<file path="src/design/fpst_pkg.sv">
package fpst_pkg;
  localparam logic [7:0] FPST_IDX_MOD  = 8'hD9;
  localparam logic [7:0] FPST_IDX_DISP = 8'hDA;
  localparam logic [7:0] FPST_IDX_STBY = 8'hDB;
  localparam logic [7:0] FPST_RST_VAL  = 8'h00;
  localparam int FPST_WGT_HI = 7;
  localparam int FPST_WGT_LO = 5;
  localparam int FPST_SIZE_HI = 4;
  localparam int FPST_SIZE_LO = 3;
  localparam int FPST_ALIGN_HI = 2;
  localparam int FPST_ALIGN_LO = 1;
  localparam int FPST_GRAY32_BIT = 0;
  localparam int FPST_MODE_HI = 7;
  localparam int FPST_MODE_LO = 6;
  localparam int FPST_IVL_HI = 5;
  localparam int FPST_IVL_LO = 0;
  localparam int FPST_CLK_HZ = 50000000;
  localparam int FPST_MINUTE_S = 60;
  // 3e9 cycles overflows a signed int, so the count is held in 64 bits
  localparam longint FPST_MINUTE_CYC = longint'(FPST_CLK_HZ) * FPST_MINUTE_S;
  localparam logic [6:0] FPST_W11 = 7'h0B;
  localparam logic [6:0] FPST_W30 = 7'h1E;
  localparam logic [6:0] FPST_W59 = 7'h3B;
  typedef enum logic [1:0] {
    FPST_MODE_OFF  = 2'b00,
    FPST_MODE_SSC  = 2'b01,
    FPST_MODE_VMEM = 2'b10,
    FPST_MODE_RSV  = 2'b11
  } fpst_mode_t;
  typedef enum logic [1:0] {
    FPST_ALIGN_TOP = 2'b00,
    FPST_ALIGN_BOT = 2'b01,
    FPST_ALIGN_CTR = 2'b10
  } fpst_align_t;
  typedef enum logic [1:0] {
    FPST_SIZE_480 = 2'b00,
    FPST_SIZE_400 = 2'b01,
    FPST_SIZE_RSV = 2'b10
  } fpst_size_t;
endpackage

</file>
<file path="src/design/fpst_tmr_if.sv">
`timescale 1ns/1ns
`default_nettype none
interface fpst_tmr_if;
  logic       enable;
  logic       restart;
  logic [5:0] minutes;
  logic       expired;
  modport ctrl (output enable, output restart, output minutes, input expired);
  modport tmr  (input enable, input restart, input minutes, output expired);
endinterface
`default_nettype wire

</file>
<file path="src/design/fpst_standby_timer.sv">
`timescale 1ns/1ns
`default_nettype none
module fpst_standby_timer #(
  parameter longint MINUTE_CYC = fpst_pkg::FPST_MINUTE_CYC
) (
  input  wire logic  clk_sys,
  input  wire logic  rst,
  fpst_tmr_if.tmr    tif
);
  import fpst_pkg::*;
  logic [31:0] tick_r;
  logic [5:0]  min_r;
  logic        exp_r;
  logic        min_done;
  assign min_done = (tick_r == 32'(MINUTE_CYC - 1));
  always_ff @(posedge clk_sys) begin
    if (rst || !tif.enable || tif.restart || min_done) begin
      tick_r <= '0;
    end else begin
      tick_r <= tick_r + 32'h1;
    end
  end
  always_ff @(posedge clk_sys) begin
    if (rst || !tif.enable || tif.restart) begin
      min_r <= '0;
    end else if (min_done && min_r != 6'h3F) begin
      min_r <= min_r + 6'h1;
    end
  end
  // raise on interval reached; zero interval expires at once
  always_ff @(posedge clk_sys) begin
    if (rst || !tif.enable || tif.restart) begin
      exp_r <= 1'b0;
    end else if (min_r >= tif.minutes) begin
      exp_r <= 1'b1;
    end
  end
  assign tif.expired = exp_r;
  property p_exp_clear;
    @(posedge clk_sys) disable iff (rst)
    tif.restart |=> !tif.expired;
  endproperty
  a_exp_clear: assert property (p_exp_clear)
    else $error("expiry survived a restart");

  property p_off_quiet;
    @(posedge clk_sys) disable iff (rst)
    !tif.enable |=> !tif.expired;
  endproperty
  a_off_quiet: assert property (p_off_quiet)
    else $error("disabled timer expired");
endmodule
`default_nettype wire

</file>
<file path="src/design/fpst_flat_panel_ctrl.sv">
`timescale 1ns/1ns
`default_nettype none
module fpst_flat_panel_ctrl #(
  parameter longint MINUTE_CYC = fpst_pkg::FPST_MINUTE_CYC
) (
  input  wire logic        clk_sys,
  input  wire logic        rst,
  input  wire logic [7:0]  io_index,
  input  wire logic [7:0]  io_wdata,
  input  wire logic        io_wr,
  output logic      [7:0]  io_rdata,
  output logic             io_hit,
  input  wire logic        line_clk_pulse,
  input  wire logic [7:0]  gray_in,
  input  wire logic [5:0]  pix_red,
  input  wire logic [5:0]  pix_green,
  input  wire logic [5:0]  pix_blue,
  input  wire logic        screen_save_clock_in,
  input  wire logic        vmem_cpu_req,
  output logic             panel_polarity_wave_out,
  output logic      [5:0]  gray_out,
  output logic      [5:0]  gray_shade,
  output logic      [9:0]  panel_lines,
  output fpst_pkg::fpst_align_t panel_align,
  output logic             standby_req
);
  import fpst_pkg::*;
  logic [7:0] panel_modulation_period_r;
  logic [7:0] panel_display_control_r;
  logic [7:0] standby_timer_control_r;
  logic [7:0] mod_cnt_r;
  logic       wave_r;
  logic       ssc_q_r;
  logic [5:0] gray_r;
  logic [6:0] wr_w, wg_w, wb_w;
  logic [14:0] sum_w;
  fpst_mode_t mode_w;
  fpst_tmr_if tif ();

  always_ff @(posedge clk_sys) begin
    if (rst) begin
      panel_modulation_period_r <= FPST_RST_VAL;
      panel_display_control_r   <= FPST_RST_VAL;
      standby_timer_control_r   <= FPST_RST_VAL;
    end else if (io_wr) begin
      case (io_index)
        FPST_IDX_MOD:  panel_modulation_period_r <= io_wdata;
        FPST_IDX_DISP: panel_display_control_r   <= io_wdata;
        FPST_IDX_STBY: standby_timer_control_r   <= io_wdata;
        default: ;
      endcase
    end
  end

  always_comb begin
    io_hit = 1'b1;
    case (io_index)
      FPST_IDX_MOD:  io_rdata = panel_modulation_period_r;
      FPST_IDX_DISP: io_rdata = panel_display_control_r;
      FPST_IDX_STBY: io_rdata = standby_timer_control_r;
      default: begin
        io_rdata = 8'h00;
        io_hit   = 1'b0;
      end
    endcase
  end

  // half period counted in line clocks; a zero value holds the wave still
  always_ff @(posedge clk_sys) begin
    if (rst) begin
      mod_cnt_r <= 8'h00;
      wave_r    <= 1'b0;
    end else if (line_clk_pulse && panel_modulation_period_r != 8'h00) begin
      if (mod_cnt_r + 8'h01 >= panel_modulation_period_r) begin
        mod_cnt_r <= 8'h00;
        wave_r    <= ~wave_r;
      end else begin
        mod_cnt_r <= mod_cnt_r + 8'h01;
      end
    end
  end
  assign panel_polarity_wave_out = wave_r;

  // weight permutation select; reserved codes fall back to the default
  always_comb begin
    case (panel_display_control_r[FPST_WGT_HI:FPST_WGT_LO])
      3'b001: begin
        wr_w = FPST_W30;
        wg_w = FPST_W11;
        wb_w = FPST_W59;
      end
      3'b010: begin
        wr_w = FPST_W11;
        wg_w = FPST_W59;
        wb_w = FPST_W30;
      end
      3'b011: begin
        wr_w = FPST_W30;
        wg_w = FPST_W59;
        wb_w = FPST_W11;
      end
      3'b100: begin
        wr_w = FPST_W59;
        wg_w = FPST_W11;
        wb_w = FPST_W30;
      end
      3'b101: begin
        wr_w = FPST_W59;
        wg_w = FPST_W30;
        wb_w = FPST_W11;
      end
      default: begin
        wr_w = FPST_W11;
        wg_w = FPST_W30;
        wb_w = FPST_W59;
      end
    endcase
    sum_w = 15'(pix_red * wr_w) + 15'(pix_green * wg_w) + 15'(pix_blue * wb_w);
  end

  // gray limit drops the lowest shade bit
  always_ff @(posedge clk_sys) begin
    if (rst) begin
      gray_r <= 6'h00;
    end else if (panel_display_control_r[FPST_GRAY32_BIT]) begin
      gray_r <= {gray_in[7:3], 1'b0};
    end else begin
      gray_r <= gray_in[7:2];
    end
  end
  assign gray_out = gray_r;
  // percent weights sum to 100; /100 is an integer divide, fraction dropped, clamped
  assign gray_shade = (sum_w / 15'd100 > 15'd63) ? 6'h3F : 6'(sum_w / 15'd100);

  // size select; reserved codes keep 480 lines
  assign panel_lines = (panel_display_control_r[FPST_SIZE_HI:FPST_SIZE_LO] == FPST_SIZE_400)
                       ? 10'd400 : 10'd480;
  assign panel_align = panel_display_control_r[FPST_ALIGN_HI] ? FPST_ALIGN_CTR
                     : fpst_align_t'(panel_display_control_r[FPST_ALIGN_HI:FPST_ALIGN_LO]);

  assign mode_w = fpst_mode_t'(standby_timer_control_r[FPST_MODE_HI:FPST_MODE_LO]);

  always_ff @(posedge clk_sys) begin
    if (rst) begin
      ssc_q_r <= 1'b0;
    end else begin
      ssc_q_r <= screen_save_clock_in;
    end
  end

  assign tif.enable = (mode_w == FPST_MODE_SSC) || (mode_w == FPST_MODE_VMEM);
  // screen-save edge restarts; memory request restarts
  assign tif.restart = ((mode_w == FPST_MODE_SSC) && (ssc_q_r != screen_save_clock_in))
                    || ((mode_w == FPST_MODE_VMEM) && vmem_cpu_req);
  assign tif.minutes = standby_timer_control_r[FPST_IVL_HI:FPST_IVL_LO];

  fpst_standby_timer #(.MINUTE_CYC(MINUTE_CYC)) u_tmr (
    .clk_sys (clk_sys),
    .rst     (rst),
    .tif     (tif)
  );
  assign standby_req = tif.expired;

  property p_wr_mod;
    @(posedge clk_sys) disable iff (rst)
    io_wr && io_index == FPST_IDX_MOD |=> panel_modulation_period_r == $past(io_wdata);
  endproperty
  a_wr_mod: assert property (p_wr_mod)
    else $error("modulation write lost");

  property p_wr_stby;
    @(posedge clk_sys) disable iff (rst)
    io_wr && io_index == FPST_IDX_STBY |=> standby_timer_control_r == $past(io_wdata);
  endproperty
  a_wr_stby: assert property (p_wr_stby)
    else $error("standby write lost");

  property p_wave_hold;
    @(posedge clk_sys) disable iff (rst)
    !line_clk_pulse |=> $stable(panel_polarity_wave_out);
  endproperty
  a_wave_hold: assert property (p_wave_hold)
    else $error("wave moved");

  property p_wave_one;
    @(posedge clk_sys) disable iff (rst)
    line_clk_pulse && panel_modulation_period_r == 8'h01 && $past(!rst)
      |=> panel_polarity_wave_out != $past(panel_polarity_wave_out);
  endproperty
  a_wave_one: assert property (p_wave_one)
    else $error("unit half period");

  property p_gray32;
    @(posedge clk_sys) disable iff (rst)
    panel_display_control_r[FPST_GRAY32_BIT] && $stable(panel_display_control_r)
      |=> !gray_out[0];
  endproperty
  a_gray32: assert property (p_gray32)
    else $error("32 shade limit broken");

  property p_centre;
    @(posedge clk_sys) disable iff (rst)
    panel_display_control_r[FPST_ALIGN_HI] |-> panel_align == FPST_ALIGN_CTR;
  endproperty
  a_centre: assert property (p_centre)
    else $error("centre alignment");

  property p_size;
    @(posedge clk_sys) disable iff (rst)
    panel_display_control_r[FPST_SIZE_HI:FPST_SIZE_LO] == 2'b01 |-> panel_lines == 10'd400;
  endproperty
  a_size: assert property (p_size)
    else $error("size select");

  property p_vmem;
    @(posedge clk_sys) disable iff (rst)
    mode_w == FPST_MODE_VMEM && vmem_cpu_req |=> !standby_req;
  endproperty
  a_vmem: assert property (p_vmem)
    else $error("memory request did not restart");

  property p_weight;
    @(posedge clk_sys) disable iff (rst)
    panel_display_control_r[FPST_WGT_HI:FPST_WGT_LO] == 3'b100 |-> wr_w == FPST_W59;
  endproperty
  a_weight: assert property (p_weight)
    else $error("weight select");
endmodule
`default_nettype wire

</file>
<file path="config.mk">
export PLATFORM = sky130hd
export DESIGN_NAME = fpst_flat_panel_ctrl
export DESIGN_NICKNAME = d
export VERILOG_FILES = /design/src/design/fpst_pkg.sv /design/src/design/fpst_tmr_if.sv /design/src/design/fpst_standby_timer.sv /design/src/design/fpst_flat_panel_ctrl.sv
export SDC_FILE = /design/constraint.sdc
export NUM_CORES = 1
export LEC_CHECK = 0
export ABC_AREA = 0
export BUFFER_PORTS_ARGS = -buffer_cell sky130_fd_sc_hd__buf_2
export CORE_ASPECT_RATIO = 2
export CORE_UTILIZATION = 65
export DETAILED_ROUTE_END_ITERATION = 7
export MAX_ROUTING_LAYER = met4
export PLACE_DENSITY = 0.86
export SLEW_MARGIN = 20
export SYNTH_ARGS = -nofsm -noshare
export SYNTH_HDL_FRONTEND = slang
export SYNTH_SLANG_ARGS = --single-unit
</file>
<file path="constraint.sdc">
create_clock -name clk_sys -period 33.2 [get_ports clk_sys]
set_input_delay 4.98 -clock clk_sys [delete_from_list [all_inputs] [get_ports clk_sys]]
set_output_delay 4.98 -clock clk_sys [all_outputs]
set_load 0.005 [all_outputs]
</file>
==> results by group <==
Setup path
  – Dominant cell type by count on the critical path: fa_1
  – Highest-delay cell along the critical path: nor4_2
  – Critical path arrival: 14.99 ns
  – Endpoint type of the worst setup path: output port
  – Crit path kind: primary input to output port
  – Crit Path Max Fanout: 8
  – Crit start category: primary input
  – Data required time of the worst path: 28.22 ns
  – Critical Path Max Stage Delay: 0.61 ns

Drt
  – Vias after detailed routing: 7592
  – Routed via count divided by cell count: 5.95
  – Wirelength per Cell: 15.9 µm
  – Pre-antenna DRT Iters: 8
  – Residual DRC count: 1
  – Count of nets left with antenna violations after detail routing: 0
  – DRC violation total after the first TritonRoute iteration: 266
  – Post-detailed-routing wire length: 20200 µm

Global routing
  – First-pass GRT wire length: 33500 µm
  – Overflow left after global routing: 0
  – Antenna violations before repair: 0
  – Number of global-route vias before repair: 7872
  – Maximum number of pins on one net before global-route repair: 39
  – Total GRT Usage: 0.304

Yosys
  – Area share of the largest cell type after synthesis: 0.190
  – Total of warnings raised by yosys: 0
  – Predominant post-synthesis flop cell: dfxtp_1
  – Instance count of the mapped netlist: 1060
  – Commonest cells in the synthesized netlist: inv_1, nor2_1, fa_1
  – Syn Area/Cell: 8.43 µm²
  – Fraction of registers with async set/reset: 0
  – Cell type with the largest total area after synthesis: fa_1
  – Distinct cells, synth: 92
  – Part of the Yosys area used for sequential elements: 0.177
  – Cell Area, Synth: 8940 µm²
  – Most common cell in the synthesized netlist: inv_1
  – Count of flip-flops with a built-in enable after synthesis: 0
  – Top cells by area in the synthesized netlist: fa_1, dfxtp_1, ha_1
  – Number of register bits inferred by synthesis: 79

Cells and area
  – P&R area growth vs syn: 7.63%
  – Ant diodes: 0
  – Fill count: 1041
  – Share of final-layout standard cells stronger than drive strength 1: 0.112
  – Number of nets in the final layout: 1324

STA
  – Number of max-slew violations in the final report: 0
  – Accumulated negative setup slack: 0 ns
  – Max Fclk: 50.1 MHz
  – Measured slew at the worst slew-check pin: 0.918 ns
  – Hold Violations, Final: 0
  – Setup Skew: 0.00536 ns
  – Final Critical Period: 19.97 ns
  – Setup violation total in the final timing report: 0
  – Slew headroom: 0.386
  – Unrepaired setup endpoints after global routing: no
  – Final period util: 0.601

Place
  – Placed wire-length estimate: 16400 µm
  – RePlAce Congestion: 0.920
  – Count of buffers inserted at the top-level ports: 73

CTS
  – Number of levels in the clock H-tree: 3
  – TritonCTS Buffers: 9
  – Clk Latency, worst-skew pair: 0.34 ns
  – Sink count of the clock tree: 79
  – TritonCTS clock tree: built
  – CTS Buffer Depth: 2
  – CTS clk-pin slew, worst paths: 0.05 ns
  – Hold buffer count at cts: 0
  – Post-CTS Setup Repair Bufs: 0
  – Number of resized instances in the post-cts repair step: 0
  – Clock tree root buffer cell: clkbuf_16

Min path
  – Kind of path behind the tightest hold check: flip-flop to flip-flop

Floorplanning
  – Horizontal extent of the die: 84.9 µm
  – Die outline height: 168 µm
  – Initial core utilization: 0.665
  – Total Die Area: 14200 µm²
  – Area of the placeable core: 13400 µm²
  – Site row count: 60
  – I/O pin count: 83

Outcome
  – Violated checks: DRC
  – Run status: finished with violations

Flow run
  – Max cap viols: 0
[flip-flops by register name, summed over array words and instances, names as in the netlist]
name                       flops
panel_display_control_r        8
panel_polarity_wave_out        1
gray_out                       6
ssc_q_r                        1
u_tmr.tick_r                  32
standby_timer_control_r        8
panel_modulation_period_r      8
mod_cnt_r                      8
u_tmr.min_r                    6
u_tmr.tif.expired              1
[cell type report]
cell class / instances / area (µm²) / share of cell area
clock buffer: 11 / 243 / 0.0252
clock inverter: 2 / 10.0 / 0.00104
inverter: 143 / 537 / 0.0558
multi-input combinational: 813 / 6690 / 0.695
sequential: 79 / 1580 / 0.164
tap: 155 / 194 / 0.0202
timing repair buffer: 73 / 365 / 0.0380
[layer usage]
layer / vias to the layer above / track usage / routed length, µm
li1: 3630 / - / -
met1: 3663 / 0.255 / 6850
met2: 202 / 0.606 / 11600
met3: 97 / 0.0348 / 571
met4: 0 / 0.192 / 1160
met5: - / - / 0
[worst paths after layout]
check                             startpoint            end  slack (ns)  cells after the start
setup / recovery                pix_green[5]  gray_shade[0]       13.23                     35
hold / removal    panel_display_control_r[0]    gray_out[0]        0.47                      1
setup reg to reg                mod_cnt_r[0]   mod_cnt_r[0]       30.34                     14
hold reg to reg   panel_display_control_r[0]    gray_out[0]        0.47                      1
[worst max-delay path, delay by kind of cell]
family                     cells  cell delay [ns]
AOI/OAI and AO/OA              9             2.20
xor gates and xnor gates       2             0.48
adders and majority gates      9             4.24
buffers and inverters          7             0.61
muxes                          1             0.56
and+or+nand+nor                7             1.91
[metrics by stage]
stage	instances	util	hold WS (ns)	cell area [µm²]	setup slack [ns]
floorplan	1065	-	0.421	8950	14.44
global placement	1263	0.697	0.444	9370	13.44
detailed placement	1263	0.697	0.457	9370	13.35
CTS	1276	0.716	0.465	9620	13.33
global route	1276	0.716	0.499	9620	12.71
finish	1276	0.716	0.467	9620	13.23
[layout by cell type (no fill, tap or decap), types with 5 or more instances in the layout]
cell       count
a21o_1        11
nor3_1        19
and3_1        13
xnor2_1       22
inv_1        143
conb_1         7
nor4_1         7
clkbuf_16      9
nor2b_1       21
o22ai_1        5
nand3_1       31
ha_1          72
or3_1          9
nand2_1       81
nand4_1       11
nor2_1       120
or2_2          5
nand2b_1      17
o21a_1         9
o21ai_0       36
a22oi_1       11
buf_2         73
mux2i_1       25
dfxtp_1       79
nand3b_1       5
a21oi_1       30
and2_1        32
fa_1          85
xor2_1        35
[cells by family (layout without fill, tap and decap cells)]
family | after synthesis | after routing | share of synthesized area
and+or+nand+nor | 397 | 397 | 0.224
buffers and inverters | 173 | 229 | 0.0767
AOI/OAI and AO/OA | 162 | 162 | 0.132
adders and majority gates | 160 | 160 | 0.295
DFF | 79 | 79 | 0.177
xor gates and xnor gates | 59 | 59 | 0.0620
muxes | 28 | 28 | 0.0323
other | 2 | 7 | 0.000840
Power is not shown: default switching activity piles up to over one toggle a cycle in this logic, so the estimate is an artifact.
